File: config.mk
export PLATFORM = sky130hd
export DESIGN_NAME = mrp_read_path
export DESIGN_NICKNAME = d
export VERILOG_FILES = /design/src/pkg/mrp_pkg.sv /design/src/rtl/mrp_read_path.sv
export SDC_FILE = /design/constraint.sdc
export NUM_CORES = 1
export LEC_CHECK = 0
export BUFFER_PORTS_ARGS = -buffer_cell sky130_fd_sc_hd__buf_2
export CORE_AREA = 2 2 103 105
export DETAILED_ROUTE_END_ITERATION = 10
export DIE_AREA = 0 0 105 107
export MAX_ROUTING_LAYER = met4
export PLACE_DENSITY = 0.56
export SETUP_SLACK_MARGIN = 0.15
export SLEW_MARGIN = 20
export SYNTH_ARGS = -nofsm -noshare
export SYNTH_HDL_FRONTEND = slang
export SYNTH_SLANG_ARGS = --single-unit
File: constraint.sdc
create_clock -name mclk -period 3.06 [get_ports mclk]
set_input_delay 0.765 -clock mclk [delete_from_list [all_inputs] [get_ports mclk]]
set_output_delay 0.765 -clock mclk [all_outputs]
set_load 0.02 [all_outputs]
File: src/pkg/mrp_pkg.sv
// mrp_pkg: constants and types for the mode register read path
// assumes one 200 MHz command clock; command/address pins already split into
// rising and falling halves by the input stage
package mrp_pkg;

	// ==========================================================
	// command encoding
	localparam int          CA_W        = 10;
	localparam logic [3:0]  CMD_MRR     = 4'h8;   // ca3 high, ca2..ca0 low
	localparam int          MRR_PERIOD  = 2;      // command period in cycles
	localparam int          BURST_LEN   = 4;

	// ==========================================================
	// mode register addresses
	localparam logic [7:0]  MA_TEMP     = 8'h04;
	localparam logic [7:0]  MA_CAL_A    = 8'h20;
	localparam logic [7:0]  MA_CAL_B    = 8'h28;

	// ==========================================================
	// calibration patterns, bit n is bit time n
	localparam logic [3:0]  PAT_A       = 4'h5;   // 1,0,1,0
	localparam logic [3:0]  PAT_B       = 4'hc;   // 0,0,1,1

	// ==========================================================
	// temperature status
	localparam int          TEMP_LSB    = 0;
	localparam int          TEMP_W      = 3;
	localparam logic [2:0]  TEMP_HOT    = 3'h3;   // case may be above 85 C
	localparam logic [7:0]  MR4_RST     = 8'h00;

	// ==========================================================
	// timing
	localparam int          CLK_KHZ     = 200000;
	localparam int          TSI_MS      = 32;
	localparam int          TSI_CYCLES  = TSI_MS * CLK_KHZ;   // longest time, exact

	// ==========================================================
	// types
	typedef struct packed {
		logic            cke;
		logic            cs_n;
		logic [CA_W-1:0] ca_r;
		logic [CA_W-1:0] ca_f;
	} mrp_ca_t;

	typedef enum logic [1:0] {
		ST_IDLE  = 2'b00,
		ST_WAIT  = 2'b01,
		ST_BURST = 2'b10
	} mrp_state_t;

endpackage : mrp_pkg

File: src/rtl/mrp_read_path.sv
// mrp_read_path: device side mode register read decode and four-beat burst
// assumes the controller keeps its own spacing rules; pins arrive unsynchronised
//
// Functional notes
// read command is cs low, ca3..ca0 = 1000 on the rising edge
// register address is rising ca9..ca4 over falling ca1..ca0
// register data on low byte, first beat, read latency after command
// later beats undefined except calibration reads, which carry the pattern
// upper byte lanes carry valid levels for the whole burst
// every strobe toggles throughout the register read burst
// burst is always four beats and is never interrupted
// command period is two cycles, controller sends only no-ops meanwhile
// controller spaces a following write by the read-to-write formula
// controller spaces a following register write by rl plus strobe plus three
// controller never truncates a read or write burst with a register read
// after a read, register read waits half the burst length
// after a write, register read waits wl plus one plus bl/2 plus turnaround
// truncated bursts use their shortened length in the spacing
// temperature register refreshed at least every 32 ms, readable normally
// temperature status fresh on leaving self refresh or power-down
// controller picks its poll period to stay inside the 2 C headroom
// temperature field is three bits, code 011 means possibly above 85 C
// address 32 returns pattern 1,0,1,0
// address 40 returns pattern 0,0,1,1
// calibration pattern on bit zero of each lane, replicated across the lane
// controller issues calibration reads only in the idle state
// read accepted with banks idle or active, bank state left unchanged
// undefined beats and upper lanes of non-calibration reads are driven as zero
module mrp_read_path
	import mrp_pkg::*;
#(
	parameter int DQ_W      = 16,
	parameter int RL        = 3,
	parameter int DQSCK_CYC = 1,
	parameter int TSI_CYC   = TSI_CYCLES
) (
	input  wire logic              mclk,
	input  wire logic              srst,
	input  wire mrp_ca_t           ca_pins,
	input  wire logic [TEMP_W-1:0] temp_code,
	output logic [7:0]             mr_sel_addr,
	input  wire logic [7:0]        mr_sel_data,
	output logic [DQ_W-1:0]        dq_out,
	output logic                   dq_oe,
	output logic [DQ_W/8-1:0]      dqs_out,
	output logic                   dqs_oe,
	output logic                   mrr_busy
);

	localparam int NLANES = DQ_W / 8;
	localparam int LAT    = RL + DQSCK_CYC;
	localparam int LAT_A  = LAT;

	// ==========================================================
	// parameter checks
	generate
		if (DQ_W < 8 || DQ_W % 8 != 0) begin : g_bad_width
			$error("DQ_W must be a multiple of 8");
		end
		if (LAT < 2 || LAT > 255) begin : g_bad_lat
			$error("RL + DQSCK_CYC must lie in 2..255");
		end
		if (TSI_CYC < 2) begin : g_bad_tsi
			$error("TSI_CYC must be at least 2");
		end
	endgenerate

	// ==========================================================
	// pin synchronisers
	mrp_ca_t           ca_meta_reg;
	mrp_ca_t           ca_sync_reg;
	logic [TEMP_W-1:0] temp_meta_reg;
	logic [TEMP_W-1:0] temp_sync_reg;
	logic              cke_prev_reg;

	always_ff @(posedge mclk) begin
		if (srst) begin
			// idle pin levels, so no false cke rise follows reset
			ca_meta_reg   <= '{cke: 1'b1, cs_n: 1'b1, ca_r: '0, ca_f: '0};
			ca_sync_reg   <= '{cke: 1'b1, cs_n: 1'b1, ca_r: '0, ca_f: '0};
			temp_meta_reg <= '0;
			temp_sync_reg <= '0;
			cke_prev_reg  <= 1'b1;
		end else begin
			ca_meta_reg   <= ca_pins;
			ca_sync_reg   <= ca_meta_reg;
			temp_meta_reg <= temp_code;
			temp_sync_reg <= temp_meta_reg;
			cke_prev_reg  <= ca_sync_reg.cke;
		end
	end

	// ==========================================================
	// command decode
	mrp_state_t state_reg;
	logic       mrr_hit;
	logic [7:0] cmd_addr;

	// no bank state is touched, so reads work with banks idle or active
	assign mrr_hit  = (state_reg == ST_IDLE) && ca_sync_reg.cke && !ca_sync_reg.cs_n
		&& (ca_sync_reg.ca_r[3:0] == CMD_MRR);
	assign cmd_addr = {ca_sync_reg.ca_r[9:4], ca_sync_reg.ca_f[1:0]};

	// ==========================================================
	// sequencer
	logic [7:0] lat_cnt_reg;
	logic [1:0] beat_reg;
	logic [7:0] addr_reg;

	// commands seen while busy are ignored: the burst cannot be cut short
	always_ff @(posedge mclk) begin
		if (srst) begin
			state_reg   <= ST_IDLE;
			lat_cnt_reg <= 8'h00;
			beat_reg    <= 2'h0;
		end else begin
			unique case (state_reg)
				ST_IDLE: begin
					if (mrr_hit) begin
						state_reg   <= ST_WAIT;
						lat_cnt_reg <= 8'(LAT - 1);
					end
				end
				ST_WAIT: begin
					if (lat_cnt_reg == 8'h01) begin
						state_reg <= ST_BURST;
						beat_reg  <= 2'h0;
					end else begin
						lat_cnt_reg <= lat_cnt_reg - 8'h01;
					end
				end
				ST_BURST: begin
					beat_reg <= beat_reg + 2'h1;
					if (beat_reg == 2'(BURST_LEN - 1)) begin
						state_reg <= ST_IDLE;
					end
				end
				default: begin
					state_reg <= ST_IDLE;
				end
			endcase
		end
	end

	always_ff @(posedge mclk) begin
		if (srst) begin
			addr_reg <= 8'h00;
		end else if (mrr_hit) begin
			addr_reg <= cmd_addr;
		end
	end

	assign mr_sel_addr = addr_reg;
	assign mrr_busy    = (state_reg != ST_IDLE);

	// ==========================================================
	// temperature status register
	logic [31:0] tsi_cnt_reg;
	logic [7:0]  mr4_reg;
	logic        tsi_due;
	logic        lp_exit;

	assign tsi_due = (tsi_cnt_reg == 32'h0);
	// cke rising marks leaving self refresh or power-down
	assign lp_exit = ca_sync_reg.cke && !cke_prev_reg;

	always_ff @(posedge mclk) begin
		if (srst) begin
			tsi_cnt_reg <= 32'h0;
		end else if (tsi_due || lp_exit) begin
			tsi_cnt_reg <= 32'(TSI_CYC - 1);
		end else begin
			tsi_cnt_reg <= tsi_cnt_reg - 32'h1;
		end
	end

	// first sample lands right after reset since the counter starts at zero
	always_ff @(posedge mclk) begin
		if (srst) begin
			mr4_reg <= MR4_RST;
		end else if (tsi_due || lp_exit) begin
			mr4_reg[TEMP_LSB +: TEMP_W] <= temp_sync_reg;
		end
	end

	// ==========================================================
	// beat data
	logic       cal_a;
	logic       cal_b;
	logic       burst_next;
	logic [1:0] beat_next;
	logic [7:0] low_byte;
	logic       pat_bit;

	assign cal_a      = (addr_reg == MA_CAL_A);
	assign cal_b      = (addr_reg == MA_CAL_B);
	assign burst_next = ((state_reg == ST_WAIT) && (lat_cnt_reg == 8'h01))
		|| ((state_reg == ST_BURST) && (beat_reg != 2'(BURST_LEN - 1)));
	assign beat_next  = (state_reg == ST_WAIT) ? 2'h0 : beat_reg + 2'h1;
	assign low_byte   = (addr_reg == MA_TEMP) ? mr4_reg : mr_sel_data;
	assign pat_bit    = cal_a ? PAT_A[beat_next] : PAT_B[beat_next];

	logic [DQ_W-1:0] dq_next;

	generate
		for (genvar l = 0; l < NLANES; l++) begin : g_lane
			always_comb begin
				if (cal_a || cal_b) begin
					dq_next[8*l +: 8] = {8{pat_bit}};
				end else if (l == 0 && beat_next == 2'h0) begin
					dq_next[8*l +: 8] = low_byte;
				end else begin
					dq_next[8*l +: 8] = 8'h00;
				end
			end
		end
	endgenerate

	// ==========================================================
	// output drivers
	logic [DQ_W-1:0] dq_reg;
	logic            oe_reg;
	logic            dqs_reg;

	always_ff @(posedge mclk) begin
		if (srst) begin
			dq_reg  <= '0;
			oe_reg  <= 1'b0;
			dqs_reg <= 1'b0;
		end else begin
			oe_reg <= burst_next;
			if (burst_next) begin
				dq_reg  <= dq_next;
				dqs_reg <= (state_reg == ST_BURST) ? !dqs_reg : 1'b1;
			end else begin
				dq_reg  <= '0;
				dqs_reg <= 1'b0;
			end
		end
	end

	assign dq_out  = dq_reg;
	assign dq_oe   = oe_reg;
	assign dqs_out = {NLANES{dqs_reg}};
	assign dqs_oe  = oe_reg;

	// age since the last status load, kept apart from the interval counter
	logic [31:0] tsi_age_reg;

	always_ff @(posedge mclk) begin
		if (srst || tsi_due || lp_exit) begin
			tsi_age_reg <= 32'h0;
		end else begin
			tsi_age_reg <= tsi_age_reg + 32'h1;
		end
	end
endmodule : mrp_read_path

=== Word level (Yosys, flattened, before mapping) ===
Index checks and enable logic that the tools add are counted.

* Output and inout bits: 29
* Logic and storage cells: 85
* Input bits: 35
* Register bits: 101

* Eq/ne operators: 13
* Add/sub/neg operators: 3
* Order comparisons: 1
* Bitwise logic cells: 2
* Muxes and demuxes: 20
* Reduce and logical (&&, ||, !) cells: 24

{| class="wikitable"
|+ Operator list
! kind !! count
|-
| 2-to-1 mux 8 bit || 5
|-
| zero test 32 bit || 1
|-
| subtractor 32 x 1 -> 32 bit, second input constant || 1
|-
| 2-to-1 mux 23 bit || 1
|-
| equality test 8 x 6 -> 1 bit, second input constant || 2
|-
| case mux 8 bit (2 select lines) || 1
|-
| 2-to-1 mux 2 bit || 5
|-
| inequality test 2 bit, second input constant || 5
|-
| equality test 8 x 1 -> 1 bit, second input constant || 1
|-
| equality test 8 x 3 -> 1 bit, second input constant || 1
|-
| subtractor 8 x 1 -> 8 bit, second input constant || 1
|-
| logical AND 1 bit || 6
|-
| case mux 2 bit (3 select lines) || 1
|-
| AND reduction 3 bit || 2
|-
| nonzero test 2 bit || 3
|-
| binary-select mux 1 bit (select 2 bit) || 2
|-
| equality test 2 bit, second input constant || 2
|-
| equality test 4 bit, second input constant || 1
|-
| zero test 2 bit || 2
|-
| 2-to-1 mux 1 bit || 4
|-
| case mux 2 bit (2 select lines) || 1
|-
| OR reduction 2 bit || 2
|-
| zero test 1 bit || 3
|-
| logical OR 1 bit || 3
|-
| other kinds (6) || 7
|}

=== Longest topological paths before layout ===
* Word-level depth: 6
* Gate-level depth with buffers: 10

=== Worst setup path after synthesis ===
Ideal clock, no wire load.

* Path kind: flip-flop to flip-flop
* Start point: reg tsi_cnt_reg[7]
* End point: reg tsi_cnt_reg[30]
* Period minus slack after synthesis: 2.278 ns
* Data arrival time: 2.163 ns
* Slack: 0.782 ns
* Cell stages (with the launch flop): 10
* Buffers on the path: 4
* Path through: dfxtp_1 or3_4 or4_4 buf_6 o41a_1 buf_6 nand2b_4 buf_8 buf_12 nor2_1

* Word-level cells in the longest chain between the ends: 3

{| class="wikitable"
|+ Ends and longest elaborated chain
! what !! RTL line !! RTL
|-
| from (decl) || mrp_read_path.sv:158 || <nowiki>logic [31:0] tsi_cnt_reg;</nowiki>
|-
| from (signal assigned) || mrp_read_path.sv:171 || <nowiki>tsi_cnt_reg <= 32'(TSI_CYC - 1);</nowiki>
|-
| from (signal assigned) || mrp_read_path.sv:173 || <nowiki>tsi_cnt_reg <= tsi_cnt_reg - 32'h1;</nowiki>
|-
| branches (longest 3 deep; another with subtractor 32 x 1 -> 32 bit) || - ||
|}

Parallel ways; which one is timed is not known.
A chain may end at the register's enable or synchronous reset.

=== Worst setup path after layout ===
* Start point: reg tsi_cnt_reg[7]
* End point: reg tsi_cnt_reg[21]

* Word-level cells in the longest chain between the ends: 3

{| class="wikitable"
|+ Ends and longest elaborated chain
! what !! RTL line !! RTL
|-
| branches (longest 2 deep; another with subtractor 32 x 1 -> 32 bit) || - ||
|-
| 2-to-1 mux 23 bit * || mrp_read_path.sv:170 || <nowiki>end else if (tsi_due || lp_exit) begin</nowiki>
|}

Every way passes the cells marked *.

==> flow_summary.toml <==
[sta]
layout_setup_ws_ps = 516.5
min_period_over_period = 0.8312
hold_viol_final = 0
slew_viol_final = 0
finalSetupViolations = 0
fin_setup_tns_ps = 0
fin_crit_ps = 2544
tightest_slew_ps = 720.6
fmaxAchievable_mhz = 393.2
grt_setup_unrepaired = "no"
fin_worst_skew_ps = 10.37
slew_headroom = 0.5196

[die]
num_rows = 37
start_util = 0.3895
core_mm2 = 0.01009
die_w_um = 105
fp.dieH_um = 107
dieArea_mm2 = 0.01124
ios = 64

[synthesis]
synth_area_mm2 = 0.003931
yosysMostFrequentCell = "dfxtp_1"
ys_warn_count = 0
avgSynthCellArea_um2 = 9.428
synth_top_area_frac = 0.5143
yosysTopAreaCell = "dfxtp_1"
synthTopCellsByArea = "dfxtp_1, xnor2_1, nor2b_1"
synth_cell_types = 43
synth_edf_count = 0
synth_seq_cells = 101
async_flop_share = 0
ys_top_cells_by_count = "dfxtp_1, nor2_1, a21oi_1"
synth_nets = 456
netlist_instances = 417
yosysSeqAreaShare = 0.5143
synth_flop_cell = "dfxtp_1"

[pwr]
p_leak_nw = 1.816
vdd_drop_max_v = 0.0003727
powerDensity_mw_per_mm2 = 831.4
total_power_mw = 3.686

[setup_path]
critPathMaxFanout = 18
crit_type = "reg -> reg"
r2r-end = "tsi_cnt_reg[21]"
critical-path-top-delay-family = "simple AND/OR/NAND/NOR gates"
crit_chain = "or3_4 > or4_4 > o41a_1 > buf_4 > a21oi_1"
reg2regPathDepth = 5
arrival_ps = 2830
r2r_setup_slack_ps = 520
critPathRequiredTime_ps = 3350
path_depth = 5
cp-start-kind = "flop"
crit_end = "tsi_cnt_reg[21]"
critPathCaptureType = "flop"
startpoint = "tsi_cnt_reg[7]"
critPathBufInv = 1
crit_slowest_cell = "o41a_1"
max_stage_delay_ps = 690
worstReg2RegStart = "tsi_cnt_reg[7]"

[routing]
routed_wl_mm = 7.098
drt-initial-drc-count = 68
antenna_left = 0
drt-pass1-iter-count = 4
vias = 2823
drc_errors = 0
wl_per_cell_um = 11.83
viasPerCell = 4.705

[grt]
antenna_found_initial = 0
grt_util_all_layers = 0.1363
grt_max_degree = 42
grt_pass1_vias = 2676
overflow = 0
grt_pass1_wl_mm = 12.19

[finish]
nFillCells = 1046
drive_above_1_share = 0.1940
largest_register_ffs = 32
antenna_cells = 0
syn2layout_area_growth_pct = 12.76
nNetsFinal = 498

[run_status]
status = "finished, final reports clean"

[job]
maxCapViolCount = 0

[placed_design]
place_hpwl_mm = 4.931
portBuffers = 55
dp_slack_ps = 507.1
place.gp.congestion = 0.7667

[clock_network]
cts_tree = "yes"
cts.reportedPaths.clkPinSlew_ps = 110
post_cts_resized = 0
cts_setup_buffers = 0
ctsHoldBuffers = 0
cts_max_level = 3
cts_buffers = 9
cts.path.max_buffers = 2
clk_latency_ps = 370
clock_sinks = 101
clock_tree.root_cell = "clkbuf_8"

[worst_hold_path]
hold_class = "reg -> reg"
==> placed cells by master, fill, tap and decap left out, drive strengths merged <==
| cell | n |
|---|---|
| o41a | 1 |
| nand2 | 32 |
| or3b | 1 |
| o211ai | 2 |
| nor2 | 49 |
| a21oi | 35 |
| bufinv | 1 |
| o21a | 4 |
| inv | 13 |
| nor2b | 32 |
| nor4 | 9 |
| or2 | 8 |
| xnor2 | 24 |
| a2111o | 1 |
| or4b | 1 |
| nand4 | 3 |
| nor4b | 4 |
| nor3b | 1 |
| clkbuf | 9 |
| a211oi | 2 |
| or3 | 10 |
| dfxtp | 101 |
| o21ai | 3 |
| buf | 60 |
| and4 | 1 |
| mux2i | 6 |
| a31oi | 2 |
| nor3 | 16 |
| xor2 | 10 |
| nand2b | 7 |
| o31ai | 2 |
| a21o | 1 |
| nand3 | 2 |
| a211o | 1 |
| ha | 4 |
| or4 | 6 |
==> per-stage QoR <==
| stage | std cells | utilization | cell area [um^2] | hold slack, ps |
|---|---|---|---|---|
| floorplan | 417 | - | 3931 | 389.5 |
| global placement | 584 | 0.4178 | 4217 | 397.7 |
| detailed placement | 584 | 0.4178 | 4217 | 396.8 |
| CTS | 600 | 0.4393 | 4433 | 424.3 |
| global route | 600 | 0.4393 | 4433 | 436.8 |
| finish | 600 | 0.4393 | 4433 | 421.6 |
==> worst register-to-register path, stage by stage (launching register included) <==
cell and delay (ps):
dfxtp_1 350, or3_4 390, or4_4 620, o41a_1 700
buf_4 280, a21oi_1 140
==> how the worst min path moves through the flow <==
stage | from | to | slack [ps] | cells after the start
2_1_floorplan | ca_meta_reg[20] | ca_sync_reg[20] | 390 | 1
3_3_place_gp | ca_meta_reg[20] | ca_sync_reg[20] | 400 | 1
3_5_place_dp | ca_meta_reg[20] | ca_sync_reg[20] | 400 | 1
4_1_cts | ca_meta_reg[20] | ca_sync_reg[20] | 420 | 1
5_1_grt | ca_meta_reg[20] | ca_sync_reg[20] | 440 | 1
6_report | ca_meta_reg[20] | ca_sync_reg[20] | 420 | 1
==> per-layer routing <==
layer	global-route usage	part of all wire	up-vias	wire, um
li1	-	-	1466	-
met1	0.1556	0.47	1304	3310
met2	0.2291	0.48	39	3426
met3	0.03830	0.034	14	244
met4	0.05048	0.016	0	116
met5	-	0	-	0
==> power by group <==
group | leakage [nW] | switching [mW] | internal [mW]
Clock | 0.112 | 0.506 | 0.407
Combinational | 0.879 | 0.615 | 0.508
Sequential | 0.825 | 0.155 | 1.49
==> area by class of cell <==
class / instances / area, um^2 / area share
clock buffer: 9 / 123.9 / 0.02794
clock inverter: 7 / 92.59 / 0.02089
inverter: 7 / 26.28 / 0.005927
multi-input combinational: 280 / 1685 / 0.3802
sequential: 101 / 2022 / 0.4561
tap: 136 / 170.2 / 0.03839
timing repair buffer: 60 / 312.8 / 0.07056
==> cell families after synthesis <==
group,count (synthesis),share of synthesized area
AND/OR/NAND/NOR,182,0.2444
flip-flops,101,0.5143
AO/OA/AOI/OAI,54,0.08052
buffers and inverters,36,0.05697
XOR/XNOR,34,0.07575
multiplexers,6,0.01528
adder cells (fa/ha/maj),4,0.01273
Power figures use the tool's default switching activity.
